File: src/verilog/dac_ctrl_pkg.sv
// constants and types shared by the octal converter control block
// assumes a single 25 MHz system clock domain
package dac_ctrl_pkg;

    // ****************************************
    // sizes
    // ****************************************
    localparam int CH_NUM = 8;
    localparam int CODE_W = 10;
    localparam int CNT_W = 4;

    // ****************************************
    // timing
    // ****************************************
    localparam int CLK_MHZ = 25;
    localparam int T_STARTUP_US = 5000;
    localparam int STARTUP_CYC = T_STARTUP_US * CLK_MHZ;
    localparam int STARTUP_W = 17;

    // ****************************************
    // bus addressing
    // ****************************************
    localparam logic [3:0] ADDR_HI = 4'h9;
    localparam logic [6:0] BCAST_ADDR = 7'h47;
    localparam logic [7:0] GC_ADDR = 8'h00;
    localparam logic [7:0] GC_RESET = 8'h06;
    localparam logic [2:0] STRAP_GND = 3'h0;
    localparam logic [2:0] STRAP_VDD = 3'h1;
    localparam logic [2:0] STRAP_SDA = 3'h2;
    localparam logic [2:0] STRAP_SCL = 3'h3;
    localparam logic [3:0] DATA_BITS = 4'h8;
    localparam logic [3:0] ACK_CNT = 4'h9;

    // ****************************************
    // command byte and register layout
    // ****************************************
    localparam logic [7:0] CMD_CFG = 8'h01;
    localparam logic [7:0] CMD_TRIG = 8'h02;
    localparam logic [7:0] CMD_BCAST = 8'h03;
    localparam logic [4:0] CMD_CH_HI = 5'h01;
    localparam int CODE_LSB = 2;
    localparam int SWRST_W = 4;
    localparam logic [SWRST_W-1:0] SWRST_CODE = 4'ha;
    localparam logic [CH_NUM-1:0] PD_RESET = 8'hff;

    // ****************************************
    // types
    // ****************************************
    typedef logic [CH_NUM-1:0][CODE_W-1:0] code_arr_t;

    typedef struct packed {
        logic start;
        logic stop;
        logic scl_rise;
        logic scl_fall;
    } bus_ev_s;

    typedef enum logic [2:0] {
        st_idle = 3'h0,
        st_addr = 3'h1,
        st_cmd = 3'h3,
        st_msb = 3'h2,
        st_lsb = 3'h6,
        st_read = 3'h7,
        st_gcall = 3'h5,
        st_ignore = 3'h4
    } bus_state_e;

endpackage : dac_ctrl_pkg

File: src/verilog/pin_sync.sv
// two flip-flop synchroniser for a group of pins
// assumes asynchronous active-low reset; idle level given by parameter
`timescale 1ns/1ps
module pin_sync #(
    parameter int WIDTH = 4,
    parameter logic [WIDTH-1:0] IDLE = '1
) (
    // clock and reset
    input wire logic clk,
    input wire logic rst_n,
    // pins in, synchronised out
    input wire logic [WIDTH-1:0] din,
    output logic [WIDTH-1:0] dout
);

    logic [WIDTH-1:0] meta;

    always_ff @(posedge clk or negedge rst_n) begin
        if (!rst_n) begin
            meta <= IDLE;
            dout <= IDLE;
        end else begin
            meta <= din;
            dout <= meta;
        end
    end

endmodule : pin_sync

File: src/verilog/channel_bank.sv
// buffer and active code registers for all channels
// assumes arst_n already combines system reset and the clear pin
`timescale 1ns/1ps
module channel_bank import dac_ctrl_pkg::*; (
    // clock and reset
    input wire logic clk,
    input wire logic arst_n,
    // control
    input wire logic soft_clr,
    input wire logic [CH_NUM-1:0] wr_en,
    input wire logic [CODE_W-1:0] wr_code,
    input wire logic [CH_NUM-1:0] load_one,
    input wire logic load_all,
    // codes
    output code_arr_t buf_code,
    output code_arr_t active_code
);

    for (genvar ch = 0; ch < CH_NUM; ch++) begin : g_ch
        always_ff @(posedge clk or negedge arst_n) begin
            if (!arst_n) begin
                buf_code[ch] <= '0;
                active_code[ch] <= '0;
            end else if (soft_clr) begin
                buf_code[ch] <= '0;
                active_code[ch] <= '0;
            end else begin
                if (wr_en[ch])
                    buf_code[ch] <= wr_code;
                if (load_one[ch])
                    active_code[ch] <= wr_code;
                else if (load_all)
                    active_code[ch] <= buf_code[ch];
            end
        end
    end

endmodule : channel_bank

File: src/verilog/octal_dac_ctrl.sv
// two-wire slave and update control of an eight-channel converter
// assumes pins are asynchronous to sys_clk; open-drain data pin resolved outside
// Function
// channel codes are plain unsigned binary
// code width is 10 bits, zero to all ones
// power-on or any reset zeroes every channel register
// writes go to a buffer, then copy to the active register
// strobe low before write: active loads at end of frame
// strobe high: buffer holds until strobe falls, then all load
// clear pin low zeroes buffers and active registers asynchronously
// reset restores defaults; master waits 5 ms before talking
// after power-up outputs stay put until a channel is written
// code 1010 in the trigger register reset field resets all
// amplifiers power down per channel by configuration bits
// all channels start powered down until a 0 is written
// master makes the clock, start, stop and addressing
// slave receives on writes, returns registers on reads
// works at standard, fast and fast-plus bit rates
// only 7-bit addresses are recognised
// general call 0x00 then 0x06 resets the device
// general call reset fires on the acknowledge rising clock
// receiver acknowledges by holding data low on ninth clock
// address is 1001 plus three bits set by the strap pin
// frame is address, command, upper and lower byte, each acked
// command selects configuration, trigger, broadcast, channels A to H
// broadcast address 1000111 accepted for writes regardless of strap
// strobe level sampled when a channel write starts
`timescale 1ns/1ps
module octal_dac_ctrl import dac_ctrl_pkg::*; #(
    parameter int STARTUP_CYCLES = STARTUP_CYC
) (
    // clock and reset
    input wire logic sys_clk,
    input wire logic rst_n,
    // two-wire bus
    input wire logic scl_in,
    input wire logic sda_in,
    output logic sda_out,
    output logic sda_oe,
    // control pins
    input wire logic address_strap,
    input wire logic load_strobe_n,
    input wire logic clear_input_n,
    // converter side
    output code_arr_t active_code,
    output logic [CH_NUM-1:0] power_down
);

    // ****************************************
    // pin synchronisers and edge events
    // ****************************************
    logic [3:0] pins_s;
    logic scl_s, sda_s, strap_s, strobe_s;
    logic scl_q, sda_q, strobe_q;
    bus_ev_s ev;
    logic strobe_fall;

    pin_sync #(.WIDTH(4), .IDLE(4'hf)) u_sync (
        .clk(sys_clk),
        .rst_n(rst_n),
        .din({scl_in, sda_in, address_strap, load_strobe_n}),
        .dout(pins_s)
    );

    assign scl_s = pins_s[3];
    assign sda_s = pins_s[2];
    assign strap_s = pins_s[1];
    assign strobe_s = pins_s[0];

    always_ff @(posedge sys_clk or negedge rst_n) begin
        if (!rst_n) begin
            scl_q <= 1'b1;
            sda_q <= 1'b1;
            strobe_q <= 1'b1;
        end else begin
            scl_q <= scl_s;
            sda_q <= sda_s;
            strobe_q <= strobe_s;
        end
    end

    // master owns clock and framing; slave only observes them
    assign ev.start = scl_s & scl_q & sda_q & ~sda_s;
    assign ev.stop = scl_s & scl_q & ~sda_q & sda_s;
    assign ev.scl_rise = scl_s & ~scl_q;
    assign ev.scl_fall = ~scl_s & scl_q;
    assign strobe_fall = strobe_q & ~strobe_s;

    // ****************************************
    // start-up hold off
    // ****************************************
    logic [STARTUP_W-1:0] boot_cnt;
    logic ready;

    always_ff @(posedge sys_clk or negedge rst_n) begin
        if (!rst_n) begin
            boot_cnt <= '0;
            ready <= 1'b0;
        end else if (!ready) begin
            boot_cnt <= boot_cnt + 1'b1;
            ready <= (boot_cnt >= STARTUP_W'(STARTUP_CYCLES - 1));
        end
    end

    // ****************************************
    // bus state
    // ****************************************
    bus_state_e state, next_state;
    logic [CNT_W-1:0] bit_cnt;
    logic [7:0] shreg, cmd, msb_byte;
    logic ack_ok, next_ack, mack, rd_hi, sync_mode;
    logic [15:0] rd_word, rd_mux;
    logic r_low, f_high, mism_sda;
    logic [2:0] strap_code;
    logic [CH_NUM-1:0] pending;
    logic [CODE_W-1:0] bcast_code;
    code_arr_t buf_code;

    // strap: ground, supply, data or clock, judged over the address byte
    assign strap_code = !r_low ? (f_high ? STRAP_VDD : STRAP_SCL)
                      : (mism_sda ? STRAP_GND : STRAP_SDA);

    logic addr_hit, bcast_hit, gcall_hit, cmd_is_ch, cmd_valid;
    assign addr_hit = shreg[7:1] == {ADDR_HI, strap_code};
    assign bcast_hit = shreg[7:1] == BCAST_ADDR && !shreg[0];
    assign gcall_hit = shreg == GC_ADDR;
    assign cmd_is_ch = cmd[7:3] == CMD_CH_HI;
    assign cmd_valid = shreg == CMD_CFG || shreg == CMD_TRIG || shreg == CMD_BCAST
                     || shreg[7:3] == CMD_CH_HI;

    always_comb begin
        case (state)
            st_addr: next_ack = addr_hit || bcast_hit || gcall_hit;
            st_cmd: next_ack = cmd_valid;
            st_msb, st_lsb: next_ack = 1'b1;
            st_gcall: next_ack = shreg == GC_RESET;
            default: next_ack = 1'b0;
        endcase
    end

    logic ack_start, ack_end, ack_rise;
    assign ack_start = ev.scl_fall && bit_cnt == DATA_BITS;
    assign ack_end = ev.scl_fall && bit_cnt == ACK_CNT;
    assign ack_rise = ev.scl_rise && bit_cnt == DATA_BITS;

    always_comb begin
        case (state)
            st_addr:
                if (!ack_ok)
                    next_state = st_ignore;
                else if (gcall_hit)
                    next_state = st_gcall;
                else if (shreg[0])
                    next_state = st_read;
                else
                    next_state = st_cmd;
            st_cmd: next_state = ack_ok ? st_msb : st_ignore;
            st_msb: next_state = st_lsb;
            st_lsb: next_state = st_msb;
            st_read: next_state = mack ? st_ignore : st_read;
            default: next_state = st_ignore;
        endcase
    end

    // ****************************************
    // register access decode
    // ****************************************
    logic wr_fire, soft_rst, gc_fire, wr_ch_cmd;
    logic [15:0] wdata;
    logic [CODE_W-1:0] wcode;
    logic [CH_NUM-1:0] wr_en, load_one;
    assign wdata = {msb_byte, shreg};
    assign wcode = wdata[CODE_LSB +: CODE_W];
    assign wr_fire = ack_end && state == st_lsb && ack_ok;
    assign wr_ch_cmd = wr_fire && cmd_is_ch;
    assign gc_fire = ack_rise && state == st_gcall && ack_ok;
    assign soft_rst = gc_fire || (wr_fire && cmd == CMD_TRIG
                      && wdata[SWRST_W-1:0] == SWRST_CODE);
    assign wr_en = wr_ch_cmd ? CH_NUM'(1) << cmd[2:0]
                 : {CH_NUM{wr_fire && cmd == CMD_BCAST}};
    assign load_one = wr_en & {CH_NUM{!sync_mode}};

    always_comb begin
        case (cmd)
            CMD_CFG: rd_mux = {8'h00, power_down};
            CMD_TRIG: rd_mux = {7'h00, strobe_s, pending};
            CMD_BCAST: rd_mux = 16'(bcast_code) << CODE_LSB;
            default: rd_mux = cmd_is_ch ? 16'(buf_code[cmd[2:0]]) << CODE_LSB : 16'h0000;
        endcase
    end

    logic [7:0] tx_byte;
    logic [2:0] tx_idx;
    assign tx_byte = rd_hi ? rd_word[15:8] : rd_word[7:0];
    assign tx_idx = 3'(7 - bit_cnt);

    // first bit of the next read byte, sent on the end of the acknowledge
    logic tx_next_bit;
    assign tx_next_bit = (state == st_read) ? (rd_hi ? rd_word[7] : rd_word[15]) : rd_mux[15];

    // ****************************************
    // bus sequencer
    // ****************************************
    always_ff @(posedge sys_clk or negedge rst_n) begin
        if (!rst_n) begin
            state <= st_idle;
            bit_cnt <= '0;
            shreg <= '0;
            ack_ok <= 1'b0;
            mack <= 1'b0;
            sda_oe <= 1'b0;
        end else if (!ready || ev.stop) begin
            state <= st_idle;
            sda_oe <= 1'b0;
        end else if (ev.start) begin
            state <= st_addr;
            bit_cnt <= '0;
            sda_oe <= 1'b0;
        end else if (state != st_idle && state != st_ignore) begin
            if (ev.scl_rise && bit_cnt < DATA_BITS) begin
                shreg <= {shreg[6:0], sda_s};
                bit_cnt <= bit_cnt + 1'b1;
            end else if (ack_rise) begin
                bit_cnt <= ACK_CNT;
                mack <= sda_s; // master nack ends the read
            end
            if (ack_start) begin
                ack_ok <= next_ack;
                sda_oe <= (state != st_read) && next_ack;
            end else if (ack_end) begin
                bit_cnt <= '0;
                state <= next_state;
                sda_oe <= (next_state == st_read) && !tx_next_bit;
            end else if (ev.scl_fall && state == st_read && bit_cnt != '0) begin
                sda_oe <= !tx_byte[tx_idx];
            end
        end
    end

    always_ff @(posedge sys_clk or negedge rst_n) begin
        if (!rst_n) begin
            rd_word <= '0;
            rd_hi <= 1'b1;
        end else if (ack_end && next_state == st_read) begin
            if (state != st_read) begin
                rd_word <= rd_mux;
                rd_hi <= 1'b1;
            end else
                rd_hi <= !rd_hi;
        end
    end

    // ****************************************
    // strap detection over the address byte
    // ****************************************
    always_ff @(posedge sys_clk or negedge rst_n) begin
        if (!rst_n) begin
            r_low <= 1'b0;
            f_high <= 1'b0;
            mism_sda <= 1'b0;
        end else if (ev.start) begin
            r_low <= 1'b0;
            f_high <= 1'b0;
            mism_sda <= 1'b0;
        end else if (state == st_addr && bit_cnt < DATA_BITS) begin
            if (ev.scl_rise) begin
                r_low <= r_low | !strap_s;
                mism_sda <= mism_sda | (strap_s != sda_s);
            end
            if (ev.scl_fall)
                f_high <= f_high | strap_s;
        end
    end

    // ****************************************
    // command and data capture
    // ****************************************
    always_ff @(posedge sys_clk or negedge rst_n) begin
        if (!rst_n) begin
            cmd <= '0;
            msb_byte <= '0;
            sync_mode <= 1'b1;
        end else if (ack_end) begin
            if (state == st_cmd)
                cmd <= shreg;
            if (state == st_msb)
                msb_byte <= shreg;
            if (state == st_cmd || state == st_lsb)
                sync_mode <= strobe_s;
        end
    end

    // ****************************************
    // configuration, pending and broadcast registers
    // ****************************************
    always_ff @(posedge sys_clk or negedge rst_n) begin
        if (!rst_n) begin
            power_down <= PD_RESET;
            pending <= '0;
            bcast_code <= '0;
        end else if (soft_rst) begin
            power_down <= PD_RESET;
            pending <= '0;
            bcast_code <= '0;
        end else begin
            if (wr_fire && cmd == CMD_CFG)
                power_down <= wdata[CH_NUM-1:0];
            if (wr_fire && cmd == CMD_BCAST)
                bcast_code <= wcode;
            pending <= (pending & ~{CH_NUM{strobe_fall}}) | (wr_en & {CH_NUM{sync_mode}});
        end
    end

    // ****************************************
    // channel registers
    // ****************************************
    logic bank_rst_n;
    assign bank_rst_n = rst_n & clear_input_n;

    always_ff @(posedge sys_clk or negedge rst_n) begin
        if (!rst_n)
            sda_out <= 1'b0;
        else
            sda_out <= 1'b0;
    end

    channel_bank u_bank (
        .clk(sys_clk),
        .arst_n(bank_rst_n),
        .soft_clr(soft_rst),
        .wr_en(wr_en),
        .wr_code(wcode),
        .load_one(load_one),
        .load_all(strobe_fall),
        .buf_code(buf_code),
        .active_code(active_code)
    );

endmodule : octal_dac_ctrl

File: config.mk
export PLATFORM = sky130hd
export DESIGN_NAME = octal_dac_ctrl
export DESIGN_NICKNAME = d
export VERILOG_FILES = /design/src/verilog/dac_ctrl_pkg.sv /design/src/verilog/pin_sync.sv /design/src/verilog/channel_bank.sv /design/src/verilog/octal_dac_ctrl.sv
export SDC_FILE = /design/constraint.sdc
export NUM_CORES = 1
export LEC_CHECK = 0
export BUFFER_PORTS_ARGS = -buffer_cell sky130_fd_sc_hd__buf_4
export CORE_MARGIN = 2
export CORE_UTILIZATION = 40
export DETAILED_ROUTE_END_ITERATION = 7
export PLACE_DENSITY = 0.56
export SYNTH_ARGS = -nofsm -noshare
export SYNTH_HDL_FRONTEND = slang
export SYNTH_SLANG_ARGS = --single-unit
File: constraint.sdc
create_clock -name sys_clk -period 9.3 [get_ports sys_clk]
set_input_delay 0.465 -clock sys_clk [delete_from_list [all_inputs] [get_ports sys_clk]]
set_output_delay 0.465 -clock sys_clk [all_outputs]
set_load 0.005 [all_outputs]
==> impl_metrics.toml, run 1 <==
[timing]
slew_headroom_pct = 21.75
fmax_mhz = 282.5
maxSlewViolCount = 0
fin_skew_ns = 0.009878
period_needed_ns = 3.540
tns_ns = 0
period_share_pct = 38.07
fin_ws_ns = 5.760
rsz0062_at_grt = "no"
hold_viol_final = 0
worst_pin_slew_ns = 1.167
setup_viol = 0

[yosys]
syn-cell-area_um2 = 13010
synth_top_family_by_area = "multiplexers"
synth.cells.most_frequent = "dfrtp_1, nand2_1, mux2i_1"
synthArstFlopShare_pct = 100.0
synth.most_common_cell = "dfrtp_1"
synthFlopType = "dfrtp_1"
synth_top_cell_by_area = "dfrtp_1"
synth.top_cell.area_share_pct = 46.34
ys_warn_count = 0
ys_ff_latch = 262
synth.area.mux_share_pct = 16.16
seq_area_frac_synth_pct = 50.58
synth.distinct_cells = 68
synth-edff-count = 0
synthAdderAreaFrac_pct = 0.3846
synth-simple-area-share_pct = 13.30
synth-xor-area-share_pct = 1.683
yosys-top-cells-area = "dfrtp_1, mux2i_1, nand2_1"
synth_compound_area_share_pct = 13.58
syn_avg_cell_area_um2 = 10.64
synth_fp_nets = 1234
syn_inst = 1223

[grt]
overflow = 0
grt_pass1_wl_mm = 58.12
grt_usage_pct = 22.24
grt_max_degree = 187
grt_pass1_vias = 9266
antenna_found_initial = 1

[power]
power_switching_mw = 0.5219
ir_drop_mv = 0.1711
p_leak_nw = 7.135
powerDensity_nw_per_um2 = 159.5
p_int_mw = 1.882
seqPwrFrac_pct = 47.7
clkPwrFrac_pct = 50.3
power_frac_comb_pct = 2.0
sw_frac_of_total_pct = 21.71

[floorplan]
die_area_um2 = 33990
die_h_um = 184.4
row_count = 66
ios = 97
core_um2 = 32290
dieWidth_um = 184.4
initial_utilization_pct = 40.30

[clock_network]
cts_setup_buffers = 0
clkSinkCount = 262
htree_levels = 1
clkTransAtPathRegs_ns = 0.06
cts_buffers = 30
clock_latency_ns = 0.56
cts_resized = 0
root_buffer = "clkbuf_16"
clock_path_buffers = 3
cts_tree = "done"
hold_buffers = 6

[detailed_routing]
vias = 9809
wl_mm = 37.50
first_iter_violations = 929
vias_per_cell = 5.673
top_layer = "met4"
ant_nets = 0
met3WireLength_mm = 2.105
wl_met1_mm = 18.24
drc = 0
post_drt_wl_per_cell_um = 21.69
first_pass_iters = 5
wl_met2_mm = 16.63

[placement]
pre_cts_slack_ns = 5.828
port_buffers = 95
dp_hpwl_mm = 23.73
gp_congestion = 0.8513

[worst_setup_path]
end_kind = "flip-flop"
arrival_ns = 3.93
slowest_stage = "nand4_4"
path_max_fanout = 186
max_stage_delay_ns = 0.68
crit_path_cell_trace = "nor2b_1 -> nand4_4 -> o41ai_4 -> buf_12 -> o31ai_1"
path_class = "flip-flop to flip-flop"
cp.required_ns = 9.69
cp-start-kind = "flip-flop"

[final_layout]
drive_gt1_share_pct = 21.00
fin_nets = 1273
area_growth_pct = 15.85
fillers = 2994

[run]
max-cap-violations = 0

[worst_hold_path]
hold_path.class = "flip-flop to flip-flop"

[status]
outcome = "complete, no violations"
cell families after synthesis:
group,after synthesis
other,1
AND/OR/NAND/NOR,363
multiplexers,176
AO/OA/AOI/OAI,260
flip-flops,262
XOR/XNOR,25
buffers and inverters,132
adder cells (fa/ha/maj),4
layer usage:
layer  global-route usage, %  up-vias
li1                        -     4490
met1                   35.00     5005
met2                   32.21      280
met3                   3.260       34
met4                   4.704        0
met5                       0        -
area by class of cell:
class / count / area, um^2 / share of cell area [%]
Tap cell: 442 / 553.0 / 3.668
Inverter: 18 / 67.56 / 0.4481
Clock buffer: 48 / 909.6 / 6.033
Antenna cell: 1 / 2.502 / 0.01660
Clock inverter: 8 / 105.1 / 0.6971
Multi-Input combinational cell: 829 / 5919 / 39.26
Sequential cell: 262 / 6584 / 43.67
Timing Repair Buffer: 121 / 935.9 / 6.207
cells in the final DEF (no fill, tap or decap), types with 13 or more instances in the layout:
master and count:
inv_1 18, mux2i_1 119, dfrtp_1 240, nor2_1 79, nand2_1 162, o21ai_0 49, dfstp_2 21, nand3_1 34
mux2_2 31, buf_4 114, a21oi_1 59, xnor2_1 15, clkbuf_16 31, a22oi_1 13, o31ai_1 80, mux4_2 23
metrics by stage:
| step | hold WS, ns | util [%] | instances | total power, mW | instance area [um^2] |
|---|---|---|---|---|---|
| 6_report | 0.3533 | 46.69 | 1729 | 2.404 | 15080 |
| 5_1_grt | 0.3613 | 46.69 | 1728 | 2.477 | 15070 |
| 4_1_cts | 0.3546 | 46.69 | 1728 | 2.432 | 15070 |
| 3_5_place_dp | 0.3472 | 43.36 | 1666 | 1.216 | 14000 |
| 3_3_place_gp | 0.3466 | 43.36 | 1666 | 1.216 | 14000 |
| 2_1_floorplan | 0.1694 | - | 1223 | 1.195 | 13010 |
flip-flops by register name (all words and copies together), names as in the netlist, 3 cells and up:
signal and cells:
msb_byte 4, u_sync.dout 4, cmd 8, u_sync.meta 4, power_down 8, pending 8, u_bank.active_code 80, rd_word 12
bit_cnt 4, state 3, boot_cnt 17, shreg 8, bcast_code 10, u_bank.buf_code 80
worst paths after layout:
path	from	to	slack (ns)	depth (start not counted)
setup / recovery	scl_q$_DFF_PN1_	u_bank.active_code[49]$_DFFE_PN0P_	5.76	5
hold / removal	u_sync.meta[1]$_DFF_PN1_	u_sync.dout[1]$_DFF_PN1_	0.35	0
setup reg to reg	scl_q$_DFF_PN1_	u_bank.active_code[49]$_DFFE_PN0P_	5.76	5
hold reg to reg	u_sync.meta[1]$_DFF_PN1_	u_sync.dout[1]$_DFF_PN1_	0.35	0
max in group asynchronous	rst_n	u_bank.active_code[74]$_DFFE_PN0P_	7.10	4
min in group asynchronous	clear_input_n	u_bank.active_code[62]$_DFFE_PN0P_	0.41	3
critical path: cells and delay by family, from the launching register on:
kind	cells	cell delay (ns)
AO/OA/AOI/OAI	2	0.78
buffers and inverters	1	0.57
flip-flops	1	0.55
AND/OR/NAND/NOR	2	1.25
power groups by stage:
stage	combinational (mW)	sequential, mW	clock, mW
floorplan	0.0284	1.17	0
detailed placement	0.0487	1.17	0
global placement	0.0486	1.17	0
CTS	0.0507	1.15	1.23
global route	0.0548	1.15	1.28
finish	0.0487	1.15	1.21
Power figures use the tool's default switching activity.
==> run 2, diff against run 1 <==
- ABC_AREA: unset -> 1
- clock period: 9.3 -> 3.7 ns (I/O delays scaled with it)
==> run 2 against run 1 <==
  * Clock power rose to 2.5 times the previous value
  * Routed wire length up 9.0%
  * Via count is 18% higher
  * Utilization is 0.10 points higher
  * Cell area increased by 0.99%
  * Critical path depth is 5 higher
  * Combinational power increased to 2.6 times the previous value
  * Largest cell class unchanged
  * Largest power group unchanged
==> impl_metrics.toml, run 2 <==
[floorplan]
die_h_um = 185.6
core_um2 = 32540
row_count = 66
dieWidth_um = 185.6
ios = 97
initial_utilization_pct = 40.52
die_area_um2 = 34430

[grt]
grt_pass1_wl_mm = 63.87
grt-busiest-layer = "met2"
overflow = 0
grt.met2_usage_pct = 38.04
antenna_found_initial = 0
grt_max_degree = 97
grt_pass1_vias = 10979
grt_use_met1_pct = 34.04
grt_usage_pct = 24.14
use_met3_pct = 2.778

[detailed_routing]
first_iter_violations = 838
wl_mm = 40.87
vias_per_cell = 5.375
ant_nets = 0
vias = 11567
drc = 0
post_drt_wl_per_cell_um = 18.99
first_pass_iters = 5

[status]
outcome = "complete, no violations"

[power]
sw_frac_of_total_pct = 20.94
p_leak_nw = 7.308
ir_drop_mv = 0.4200
seqPwrFrac_pct = 47.6
power_switching_mw = 1.269
power_frac_comb_pct = 2.1
p_int_mw = 4.792
powerDensity_nw_per_um2 = 398.0
clkPwrFrac_pct = 50.3

[yosys]
synth_top_family_by_area = "simple AND/OR/NAND/NOR gates"
synthArstFlopShare_pct = 100.0
ys_ff_latch = 262
ys_warn_count = 0
synth_fp_nets = 1639
synthFlopType = "dfrtp_1"
yosys-top-cells-area = "dfrtp_1, nand2_1, nand4_1"
synth-xor-area-share_pct = 0.9300
seq_area_frac_synth_pct = 49.92
synth_top_cell_by_area = "dfrtp_1"
synth-edff-count = 0
synthAdderAreaFrac_pct = 0.3796
synth.most_common_cell = "nand2_1"
synth.cells.most_frequent = "nand2_1, dfrtp_1, o21ai_0"
synth_compound_area_share_pct = 10.87
syn-cell-area_um2 = 13190
synth.area.mux_share_pct = 0
synth.distinct_cells = 44
syn_inst = 1628
synth.top_cell.area_share_pct = 45.74
synth-simple-area-share_pct = 30.93
syn_avg_cell_area_um2 = 8.099

[worst_setup_path]
r2r_setup_slack_ns = 0.71
crit_path_cell_trace = "inv_1 -> ha_1 -> nand3_2 -> nor2_4 -> nand3_2 -> nor2_4 -> nand2_1 -> nand2_1 -> nand2_1 -> o22ai_1"
worstRegToRegCells = 10
critPathCapture = "u_bank.buf_code[15]$_DFFE_PN0P_"
slowest_stage = "nand2_1"
crit_path_start = "bit_cnt[1]$_DFFE_PN0P_"
cp.required_ns = 4.17
path_max_fanout = 20
cp_num_cells = 10
end_kind = "flip-flop"
r2r-end = "u_bank.buf_code[15]$_DFFE_PN0P_"
r2r-start = "bit_cnt[1]$_DFFE_PN0P_"
critPathBufInv = 1
cp-start-kind = "flip-flop"
arrival_ns = 3.46
cpLargestDelayFamily = "simple AND/OR/NAND/NOR gates"
cpMostUsedCell = "nand2_1"
path_class = "flip-flop to flip-flop"
max_stage_delay_ns = 0.59

[final_layout]
drive_gt1_share_pct = 13.68
fin_nets = 1700
n_antenna_cell = 0
fillers = 3261
layout_common_cells = "nand2_1, dfrtp_1, o21ai_0"
area_growth_pct = 15.48
reg_top3 = "u_bank.active_code (80), u_bank.buf_code (80), boot_cnt (17)"
final_common_cell = "nand2_1"

[timing]
slew_headroom_pct = 26.17
rsz0062_at_grt = "no"
fin_ws_ns = 0.7142
setup_viol = 0
fin_skew_ns = 0.01679
tns_ns = 0
period_needed_ns = 2.986
hold_viol_final = 0
period_share_pct = 80.70
maxSlewViolCount = 0
worst_pin_slew_ns = 1.105
fmax_mhz = 334.9
hold_slack_ns = 0.1632

[clock_network]
root_buffer = "clkbuf_16"
cts_buffers = 30
htree_levels = 1
clkTransAtPathRegs_ns = 0.06
clkSinkCount = 262
cts_setup_buffers = 0
cts_tree = "done"
clock_latency_ns = 0.56
clock_path_buffers = 3

[worst_hold_path]
hold_path.class = "input port to async pin"

[run]
max-cap-violations = 0

[placement]
pre_cts_slack_ns = 0.7686
port_buffers = 95
gp_congestion = 0.8800
dp_hpwl_mm = 27.31
run 2: cell count changes after synthesis, sizes merged, moves of 23 or more:
cell,before,now
inv,18,111
mux4,23,0
clkbuf,66,42
nor2,79,51
mux2i,119,0
nand2,164,628
nand4,7,92
o31ai,80,0
mux2,34,0
nand3,34,117
o22ai,1,37
o21ai,49,126
run 2: repair_timing:
item,4_1_cts,5_1_grt
resized for setup,0,0
endpoints found under the hold margin,85,0
hold buffers,6,0
run 2: final cells by class:
type	count	area (um^2)	share of cell area, %
sequential	262	6583	43.23
inverter	113	435.4	2.860
timing repair buffer	118	963.4	6.328
tap	442	553.0	3.632
clock buffer	49	883.3	5.802
clock inverter	4	120.1	0.7889
multi-input combinational	1164	5688	37.36
run 2: power by group through the flow:
stage | combinational [mW] | sequential (mW) | clock (mW)
floorplan | 0.0669 | 2.93 | 0
global route | 0.146 | 2.88 | 3.25
detailed placement | 0.127 | 2.93 | 0
finish | 0.127 | 2.88 | 3.05
global placement | 0.127 | 2.93 | 0
CTS | 0.132 | 2.88 | 3.11
run 2: worst min path at each step:
stage	cells after the start	from	to	slack, ns
after floorplan	0	rst_n	ack_ok$_DFFE_PN0P_	-0.11
after global placement	1	rst_n	mack$_DFFE_PN0P_	0.21
after detailed placement	1	rst_n	mack$_DFFE_PN0P_	0.21
after CTS	2	rst_n	mack$_DFFE_PN0P_	0.16
after global routing	2	rst_n	rd_word[11]$_DFFE_PN0P_	0.21
final	2	rst_n	mack$_DFFE_PN0P_	0.16
run 2: cell families after synthesis:
group / after synthesis
AND/OR/NAND/NOR: 908
flip-flops: 262
AO/OA/AOI/OAI: 237
buffers and inverters: 202
XOR/XNOR: 14
adder cells (fa/ha/maj): 4
other: 1
run 2: per-stage QoR:
step                power (mW)  area [um^2]  instances  util (%)
floorplan                2.999        13190       1628         -
global placement         3.060        14160       2093     43.53
detailed placement       3.060        14160       2093     43.53
CTS                      6.127        15230       2152     46.80
global route             6.277        15230       2152     46.80
finish                   6.061        15230       2152     46.80
run 2: metal layers:
layer / part of all wire (%) / wire, um
met1: 44 / 18140
met2: 46 / 18640
met3: 5.6 / 2277
met4: 4.4 / 1809
met5: 0 / 0
